--- src/logic/record_path_pkg.sv ---
package record_path_pkg;

	localparam int SAMPLE_W = 24;

	typedef struct packed {
		logic signed [SAMPLE_W-1:0] left;
		logic signed [SAMPLE_W-1:0] right;
	} frame_type;

	typedef struct packed {
		logic write;
		logic read;
		logic [7:0] addr;
		logic [15:0] wdata;
	} reg_req_type;

	// Register indexes on the control port
	localparam logic [7:0] ADDR_VOLUME = 8'h20;
	localparam logic [7:0] ADDR_AMP = 8'h21;
	localparam logic [7:0] ADDR_FILTER = 8'h22;

	// Writable bits; all others are reserved
	localparam logic [15:0] VOLUME_MASK = 16'hffff;
	localparam logic [15:0] AMP_MASK = 16'h8f0f;
	localparam logic [15:0] FILTER_MASK = 16'h1003;

	localparam logic [15:0] VOLUME_RESET = 16'h0000;
	localparam logic [15:0] AMP_RESET = 16'h0000;
	localparam logic [15:0] FILTER_RESET = 16'h0003;

	localparam int LEFT_VOL_LSB = 8;
	localparam int RIGHT_VOL_LSB = 0;
	localparam int MUTE_BIT = 15;
	localparam int LEFT_AMP_LSB = 8;
	localparam int RIGHT_AMP_LSB = 0;
	localparam int POLARITY_BIT = 12;
	localparam int BYPASS_BIT = 1;
	localparam int HIGHPASS_BIT = 0;

	localparam logic signed [7:0] VOL_MAX_CODE = 8'sh30;
	localparam logic [7:0] VOL_SILENT_CODE = 8'h80;
	localparam logic [3:0] AMP_MAX_CODE = 4'h8;
	localparam logic [4:0] AMP_STEP_DB = 5'h03;

	// Half-decibel steps per factor of two, boost exponent at top code
	localparam int STEPS_PER_OCTAVE = 12;
	localparam int MAX_BOOST_SHIFT = 4;
	localparam int FRAC_BITS = 15;

	// Corner settings of the two offset filters
	localparam int DC_SHIFT = 10;
	localparam int HP_SHIFT = 12;

	// Fraction of a factor of two for each half-decibel step, Q15
	function automatic logic [15:0] step_fraction(input logic [3:0] idx);
		case (idx)
			4'h0: step_fraction = 16'h8000;
			4'h1: step_fraction = 16'h78d1;
			4'h2: step_fraction = 16'h7209;
			4'h3: step_fraction = 16'h6ba2;
			4'h4: step_fraction = 16'h6598;
			4'h5: step_fraction = 16'h5fe4;
			4'h6: step_fraction = 16'h5a82;
			4'h7: step_fraction = 16'h556e;
			4'h8: step_fraction = 16'h50a3;
			4'h9: step_fraction = 16'h4c1c;
			4'ha: step_fraction = 16'h47d6;
			default: step_fraction = 16'h43ce;
		endcase
	endfunction

endpackage

--- src/logic/sample_fifo.sv ---
`timescale 1ns/1ps
module sample_fifo #(
	parameter int WIDTH = 48,
	parameter int DEPTH = 16
) (
	input wire logic clk,
	input wire logic sys_rst,
	input wire logic [WIDTH-1:0] in_data,
	input wire logic in_valid,
	output logic in_ready,
	output logic [WIDTH-1:0] out_data,
	output logic out_valid,
	input wire logic out_ready
);
	localparam int PTR_W = (DEPTH > 1) ? $clog2(DEPTH) : 1;
	localparam int CNT_W = $clog2(DEPTH + 1);

	if (DEPTH < 2) begin : g_bad_depth
		$error("sample_fifo needs at least two words");
	end

	logic [WIDTH-1:0] mem [DEPTH];
	logic [PTR_W-1:0] wr_ptr, next_wr_ptr, rd_ptr, next_rd_ptr;
	logic [CNT_W-1:0] count, next_count;
	logic next_in_ready, next_out_valid, push, pop;

	assign push = in_valid && in_ready;
	assign pop = out_valid && out_ready;
	assign out_data = mem[rd_ptr];

	always_comb begin
		next_wr_ptr = wr_ptr;
		next_rd_ptr = rd_ptr;
		next_count = count;
		if (push) begin
			next_wr_ptr = (wr_ptr == PTR_W'(DEPTH - 1)) ? '0 : wr_ptr + 1'b1;
		end
		if (pop) begin
			next_rd_ptr = (rd_ptr == PTR_W'(DEPTH - 1)) ? '0 : rd_ptr + 1'b1;
		end
		if (push && !pop) begin
			next_count = count + 1'b1;
		end else if (pop && !push) begin
			next_count = count - 1'b1;
		end
		next_in_ready = next_count != CNT_W'(DEPTH);
		next_out_valid = next_count != '0;
	end

	always_ff @(posedge clk) begin
		if (sys_rst) begin
			wr_ptr <= '0;
			rd_ptr <= '0;
			count <= '0;
			in_ready <= 1'b0;
			out_valid <= 1'b0;
		end else begin
			wr_ptr <= next_wr_ptr;
			rd_ptr <= next_rd_ptr;
			count <= next_count;
			in_ready <= next_in_ready;
			out_valid <= next_out_valid;
		end
	end

	always_ff @(posedge clk) begin
		if (push) begin
			mem[wr_ptr] <= in_data;
		end
	end

endmodule

--- src/logic/record_gain_control.sv ---
`timescale 1ns/1ps
// Functional notes
// The left volume code sits in bits 15 to 8 of the volume register and scales left samples.
// The right volume code sits in bits 7 to 0 and scales right samples on their own.
// Codes from zero upward add 0.5 dB each, zero is unity and the top valid code is +24 dB.
// Codes with the top bit set attenuate in 0.5 dB steps down to -63.5 dB, and 80h silences.
// The mute bit at the top of the amplifier register silences the path while it is one.
// The left amplifier gain code is held in bits 11 to 8 and drives the left amplifier.
// The right amplifier gain code is held in bits 3 to 0 and drives the right amplifier.
// Amplifier codes 0 to 8 select gains from 0 dB to 24 dB in 3 dB steps.
// Polarity bit 12 of the filter register negates the incoming samples while set.
// Bit 1 of the filter register bypasses the offset filter when set and enables it when clear.
// Bit 0 of the filter register enables the sample-rate high-pass when set.
// The host writes only documented codes; out-of-range codes saturate to the nearest setting.
// Reserved bits of the three registers read as zero and ignore writes.
module record_gain_control #(
	parameter int FIFO_DEPTH = 16
) (
	input wire logic clk,
	input wire logic sys_rst,
	input wire record_path_pkg::reg_req_type reg_req,
	output logic [15:0] reg_rdata,
	output logic reg_rvalid,
	input wire record_path_pkg::frame_type in_frame,
	input wire logic in_valid,
	output logic in_ready,
	output record_path_pkg::frame_type out_frame,
	output logic out_valid,
	input wire logic out_ready,
	output logic [3:0] left_input_amp_gain,
	output logic [3:0] right_input_amp_gain,
	output logic [4:0] left_amp_gain_db,
	output logic [4:0] right_amp_gain_db,
	output logic record_path_mute
);
	import record_path_pkg::*;

	localparam int WIDE_W = SAMPLE_W + 21;
	localparam int ACC_W = SAMPLE_W + HP_SHIFT + 2;
	localparam logic signed [WIDE_W-1:0] POS_LIMIT = WIDE_W'((1 << (SAMPLE_W - 1)) - 1);
	// Most negative sample, one below the negated maximum
	localparam logic signed [WIDE_W-1:0] NEG_LIMIT = ~POS_LIMIT;

	if (FIFO_DEPTH < 2) begin : g_bad_depth
		$error("record_gain_control needs a FIFO of at least two words");
	end

	function automatic logic signed [SAMPLE_W-1:0] saturate(input logic signed [WIDE_W-1:0] v);
		if (v > POS_LIMIT) begin
			saturate = POS_LIMIT[SAMPLE_W-1:0];
		end else if (v < NEG_LIMIT) begin
			saturate = NEG_LIMIT[SAMPLE_W-1:0];
		end else begin
			saturate = v[SAMPLE_W-1:0];
		end
	endfunction

	// One step of a leaky offset tracker: subtract the running mean
	function automatic logic signed [SAMPLE_W-1:0] offset_step(
		input logic signed [SAMPLE_W-1:0] x,
		input logic signed [ACC_W-1:0] acc,
		input int shift
	);
		offset_step = saturate(WIDE_W'(x) - WIDE_W'(acc >>> shift));
	endfunction

	function automatic logic signed [SAMPLE_W-1:0] apply_volume(
		input logic signed [SAMPLE_W-1:0] x,
		input logic [7:0] code
	);
		logic signed [7:0] c;
		logic [7:0] atten;
		logic [3:0] octave;
		logic [3:0] idx;
		logic signed [SAMPLE_W+16:0] prod;
		logic signed [WIDE_W-1:0] scaled;
		c = signed'(code);
		if (c > VOL_MAX_CODE) begin
			c = VOL_MAX_CODE;
		end
		atten = 8'(int'(VOL_MAX_CODE) - int'(c));
		octave = 4'(atten / 8'(STEPS_PER_OCTAVE));
		idx = 4'(atten % 8'(STEPS_PER_OCTAVE));
		prod = x * signed'({1'b0, step_fraction(idx)});
		scaled = WIDE_W'(prod) <<< MAX_BOOST_SHIFT;
		scaled = scaled >>> (FRAC_BITS + int'(octave));
		if (code == VOL_SILENT_CODE) begin
			apply_volume = '0;
		end else begin
			apply_volume = saturate(scaled);
		end
	endfunction

	function automatic logic [3:0] clamp_amp(input logic [3:0] code);
		clamp_amp = (code > AMP_MAX_CODE) ? AMP_MAX_CODE : code;
	endfunction

	// Register file
	logic [15:0] volume, next_volume;
	logic [15:0] amp, next_amp;
	logic [15:0] filter, next_filter;
	logic [15:0] next_reg_rdata;
	logic next_reg_rvalid;

	always_comb begin
		next_volume = volume;
		next_amp = amp;
		next_filter = filter;
		next_reg_rdata = '0;
		next_reg_rvalid = reg_req.read;
		if (reg_req.write) begin
			if (reg_req.addr == ADDR_VOLUME) begin
				next_volume = reg_req.wdata & VOLUME_MASK;
			end else if (reg_req.addr == ADDR_AMP) begin
				next_amp = reg_req.wdata & AMP_MASK;
			end else if (reg_req.addr == ADDR_FILTER) begin
				next_filter = reg_req.wdata & FILTER_MASK;
			end
		end
		if (reg_req.read) begin
			if (reg_req.addr == ADDR_VOLUME) begin
				next_reg_rdata = volume;
			end else if (reg_req.addr == ADDR_AMP) begin
				next_reg_rdata = amp;
			end else if (reg_req.addr == ADDR_FILTER) begin
				next_reg_rdata = filter;
			end
		end
	end

	always_ff @(posedge clk) begin
		if (sys_rst) begin
			volume <= VOLUME_RESET;
			amp <= AMP_RESET;
			filter <= FILTER_RESET;
			reg_rdata <= '0;
			reg_rvalid <= 1'b0;
		end else begin
			volume <= next_volume;
			amp <= next_amp;
			filter <= next_filter;
			reg_rdata <= next_reg_rdata;
			reg_rvalid <= next_reg_rvalid;
		end
	end

	// Amplifier and mute outputs
	logic [3:0] next_left_amp, next_right_amp;

	always_comb begin
		next_left_amp = clamp_amp(amp[LEFT_AMP_LSB +: 4]);
		next_right_amp = clamp_amp(amp[RIGHT_AMP_LSB +: 4]);
	end

	always_ff @(posedge clk) begin
		if (sys_rst) begin
			left_input_amp_gain <= '0;
			right_input_amp_gain <= '0;
			left_amp_gain_db <= '0;
			right_amp_gain_db <= '0;
			record_path_mute <= 1'b0;
		end else begin
			left_input_amp_gain <= next_left_amp;
			right_input_amp_gain <= next_right_amp;
			left_amp_gain_db <= 5'(next_left_amp * AMP_STEP_DB);
			right_amp_gain_db <= 5'(next_right_amp * AMP_STEP_DB);
			record_path_mute <= amp[MUTE_BIT];
		end
	end

	// Sample path
	frame_type fifo_frame, next_out_frame;
	logic fifo_valid, take, next_out_valid;
	logic signed [SAMPLE_W-1:0] ch_in [2];
	logic signed [SAMPLE_W-1:0] ch_out [2];
	logic [7:0] ch_code [2];
	logic signed [ACC_W-1:0] dc_acc [2];
	logic signed [ACC_W-1:0] next_dc_acc [2];
	logic signed [ACC_W-1:0] hp_acc [2];
	logic signed [ACC_W-1:0] next_hp_acc [2];

	sample_fifo #(
		.WIDTH($bits(frame_type)),
		.DEPTH(FIFO_DEPTH)
	) u_fifo (
		.clk(clk),
		.sys_rst(sys_rst),
		.in_data(in_frame),
		.in_valid(in_valid),
		.in_ready(in_ready),
		.out_data(fifo_frame),
		.out_valid(fifo_valid),
		.out_ready(take)
	);

	// A stalled output holds the FIFO, which then fills and refuses input
	assign take = fifo_valid && (!out_valid || out_ready);

	always_comb begin
		logic signed [SAMPLE_W-1:0] s;
		s = '0;
		ch_in[0] = fifo_frame.left;
		ch_in[1] = fifo_frame.right;
		ch_code[0] = volume[LEFT_VOL_LSB +: 8];
		ch_code[1] = volume[RIGHT_VOL_LSB +: 8];
		for (int ch = 0; ch < 2; ch++) begin
			next_dc_acc[ch] = dc_acc[ch];
			next_hp_acc[ch] = hp_acc[ch];
			s = ch_in[ch];
			if (filter[POLARITY_BIT]) begin
				s = saturate(-WIDE_W'(s));
			end
			if (!filter[BYPASS_BIT]) begin
				s = offset_step(s, dc_acc[ch], DC_SHIFT);
				next_dc_acc[ch] = dc_acc[ch] + ACC_W'(s);
			end
			if (filter[HIGHPASS_BIT]) begin
				s = offset_step(s, hp_acc[ch], HP_SHIFT);
				next_hp_acc[ch] = hp_acc[ch] + ACC_W'(s);
			end
			s = apply_volume(s, ch_code[ch]);
			if (amp[MUTE_BIT]) begin
				s = '0;
			end
			ch_out[ch] = s;
		end
		next_out_frame = out_frame;
		next_out_valid = out_valid && !out_ready;
		if (take) begin
			next_out_frame.left = ch_out[0];
			next_out_frame.right = ch_out[1];
			next_out_valid = 1'b1;
		end
	end

	always_ff @(posedge clk) begin
		if (sys_rst) begin
			out_frame <= '0;
			out_valid <= 1'b0;
			dc_acc <= '{default: '0};
			hp_acc <= '{default: '0};
		end else begin
			out_frame <= next_out_frame;
			out_valid <= next_out_valid;
			if (take) begin
				dc_acc <= next_dc_acc;
				hp_acc <= next_hp_acc;
			end
		end
	end

	logic clean_path;
	assign clean_path = filter[BYPASS_BIT] && !filter[HIGHPASS_BIT] && !amp[MUTE_BIT];
endmodule

--- config.mk ---
export PLATFORM = sky130hd
export DESIGN_NAME = record_gain_control
export DESIGN_NICKNAME = d
export VERILOG_FILES = /design/src/logic/record_path_pkg.sv /design/src/logic/sample_fifo.sv /design/src/logic/record_gain_control.sv
export SDC_FILE = /design/constraint.sdc
export NUM_CORES = 2
export LEC_CHECK = 0
export ABC_AREA = 1
export BUFFER_PORTS_ARGS = -buffer_cell sky130_fd_sc_hd__buf_4
export CORE_ASPECT_RATIO = 1.4
export CORE_UTILIZATION = 51
export DETAILED_ROUTE_END_ITERATION = 8
export HOLD_SLACK_MARGIN = 0.12
export PLACE_DENSITY = 0.67
export SYNTH_ARGS = -nofsm -noshare
export SYNTH_HDL_FRONTEND = slang
export SYNTH_SLANG_ARGS = --single-unit
--- constraint.sdc ---
create_clock -name clk -period 23.5 [get_ports clk]
set_input_delay 2.35 -clock clk [delete_from_list [all_inputs] [get_ports clk]]
set_output_delay 2.35 -clock clk [all_outputs]
set_load 0.005 [all_outputs]
==> run summary <==
Sink Count: 1050
Vias in the first global route: 80200
Worst-margin pin slew: 1270 ps
Reg area: 28700 um2
Reg-to-reg endpoint: out_frame[0]
CTS clk-pin slew, worst paths: 70 ps
Final period util: 0.897
Slew margin rel.: 0.144
Reg2reg path depth: 89
Drt initial violations: 6402
Routed Antenna Nets: 0
First-pass GRT wire length: 446 mm
FF-to-FF setup slack: 2410 ps
CP Max Fanout: 67
Final Max Tran Viols: 0
Top cell by count, worst path: nand2_1
IO Pins: 164
Hold path depth: 2
Layout filler cell count: 16600
Number of synthesized register bits: 1050
Post-cts sizing count: 0
Endpoints failing hold: 0
Post-DP HPWL: 211 mm
Clock Latency Late Sink: 780 ps
Critical Path RT: 24160 ps
DRC Markers: 0
Port-buffer cells: 163
Post-synth top area cell: edfxtp_1
Top sig layer: met5
Synthesis warning total: 0
RSZ-0062 raised after global routing: no
Final min period: 21090 ps
# nets final: 12900
H-tree depth: 3
Wire length on met1: 105 mm
Min-delay src: out_frame[19]
Setup CP Type: reg2reg
Synth Area in Compound Gates: 0.114
Initial antenna violation count: 7
Synth Flop Type: edfxtp_1
CTS tree: done
Final Setup Violations: 0
Synth area leaders: edfxtp_1, fa_1, nand2_1, inv_1, ha_1
FP Rows: 184
Synth async-reset ratio: 0
Worst setup SP type: flip-flop
Worst EP arrival: 21750 ps
Synth top cells by count: nand2_1, inv_1, nor2_1, nand3_1, edfxtp_1
Status: completed
Post-Synth Adder-Cell Area: 0.232
Largest net degree at the start of global routing: 149
Hold Path Class: reg2reg
Die width: 362 um
CTS Hold Bufs: 0
Synth top area share: 0.249
Vias per cell: 5.64
GRT Util Overall: 0.312
Gr ovfl total: 0
Mux cell area share after synthesis: 0.00108
Area grow syn2layout: 7.13%
Fmax: 0.0474 GHz
Max-Cap Viols: 0
Post-Syn Instances: 11600
Synthesized area: 92500 um2
Post-synthesis sequential area ratio: 0.310
Count leader, synth: nand2_1
Syn nets: 13000
Starting density of the core: 0.514
CP max stage delay: 820 ps
Post-CTS Setup Repair Bufs: 0
Crit. End Element: flip-flop
Die area: 183000 um2
Setup TNS: 0 ps
Routed wire length: 287 mm
Core outline area: 180000 um2
Simple-gate share of the synthesized area: 0.214
Wire length on met2: 144 mm
WL met3: 17.7 mm
Min-Delay Endpoint: out_frame[19]
Root Buffer: clkbuf_16
RePlAce Congestion: 1.06
Slowest cell on crit path: xnor2_1
Wire per inst: 20.4 um
CTS Buffer Depth: 3
Main combinational cell family by area after synthesis: adder cells
Number of iterations in the first detailed-routing pass: 9
Post-synthesis cell type count: 67
Multi-input gate area: 54600 um2
Post-synth EDFFs: 768
Fraction of layout cells with a size suffix above 1: 0.0562
Syn_area_per_cell: 7.95 um2
Post-Synth XOR/XNOR Area: 0.0275
Die Span Y: 506 um
Clk_skew: 89.7 ps
TritonCTS buffer count: 103
Routed via count: 79300
-- worst max-delay path by stage --
| stage | startpoint | endpoint | slack [ps] | cells after the start |
|---|---|---|---|---|
| 2_1_floorplan | flip-flop | out_frame[11] | 7710 | 107 |
| 3_3_place_gp | flip-flop | out_frame[0] | 2750 | 92 |
| 3_5_place_dp | flip-flop | out_frame[0] | 2760 | 96 |
| 4_1_cts | flip-flop | out_frame[0] | 2660 | 96 |
| 5_1_grt | flip-flop | out_frame[17] | 450 | 99 |
| 6_report | flip-flop | out_frame[0] | 2410 | 89 |
-- layout by cell type (no fill, tap or decap), types with 16 or more instances in the layout --
cell type / Yosys / layout
a21o_1: 21 / 21
a21oi_1: 651 / 649
a31oi_1: 62 / 62
buf_4: 34 / 245
bufinv_16: 0 / 16
clkbuf_16: 0 / 103
clkinv_1: 16 / 32
clkinv_2: 5 / 21
dfxtp_1: 282 / 276
edfxtp_1: 768 / 768
fa_1: 764 / 764
ha_1: 491 / 491
inv_1: 1826 / 1822
inv_2: 60 / 63
nand2_1: 2434 / 2433
nand2_2: 39 / 40
nand3_1: 770 / 770
nand4_1: 97 / 97
nor2_1: 1278 / 1260
nor2_4: 15 / 33
nor3_1: 54 / 51
o211ai_1: 141 / 141
o21a_1: 22 / 22
o21ai_0: 739 / 738
o21ai_1: 81 / 82
o21bai_1: 62 / 62
o22ai_1: 30 / 30
or2_2: 54 / 54
xnor2_1: 124 / 122
xor2_1: 163 / 161
-- flip-flops by register name, summed over array words and instances, names as in the netlist, 3 cells and up, named ones only --
name                  cells
amp                       9
ch_code                  16
dc_acc                   76
filter                    3
hp_acc                   76
left_amp_gain_db          4
left_input_amp_gain       4
out_frame                48
reg_rdata                16
right_amp_gain_db         4
right_input_amp_gain      4
u_fifo.count              5
u_fifo.mem              768
u_fifo.rd_ptr             4
u_fifo.wr_ptr             4
-- layout make-up --
cell class                      instances  area share
Inverter                             1909      0.0726
Clock buffer                          119      0.0270
Antenna cell                            3   0.0000758
Multi-Input combinational cell       8248       0.551
Sequential cell                      1050       0.290
Tap cell                             2418      0.0305
Clock inverter                         72     0.00980
Timing Repair Buffer                  247      0.0189
-- metal layers --
layer  up-vias  track usage
li1      37300            -
met3       932       0.0389
met5         -            0
met1     37900        0.352
met2      3086        0.556
met4         6        0.198
-- metrics by stage --
stage	instances	utilization	setup slack [ps]	hold WS (ps)	cell area (um2)
after floorplan	11600	-	7710	430	92500
final	14100	0.551	2410	469	99100
after CTS	14100	0.551	2660	468	99100
after detailed placement	13900	0.531	2760	458	95400
after global placement	13900	0.531	2750	455	95400
after global routing	14100	0.551	445	484	99100
-- logic make-up (layout without fill, tap and decap cells) --
logic type / Yosys count / after routing
other: 0 / 3
adder cells (fa/ha/maj): 1255 / 1255
buffers and inverters: 2342 / 2347
flip-flops: 1050 / 1050
AND/OR/NAND/NOR: 4798 / 4798
XOR/XNOR: 289 / 289
multiplexers: 10 / 10
AO/OA/AOI/OAI: 1896 / 1896
-- critical path, delay by kind of cell (launching register included) --
kind / cells / cell delay [ps]
AO/OA/AOI/OAI: 21 / 4180
XOR/XNOR: 1 / 820
adder cells (fa/ha/maj): 9 / 4260
buffers and inverters: 11 / 3540
flip-flops: 1 / 760
AND/OR/NAND/NOR: 47 / 7320
Power is not shown: default switching activity piles up to over one toggle a cycle in this logic, so the estimate is an artifact.
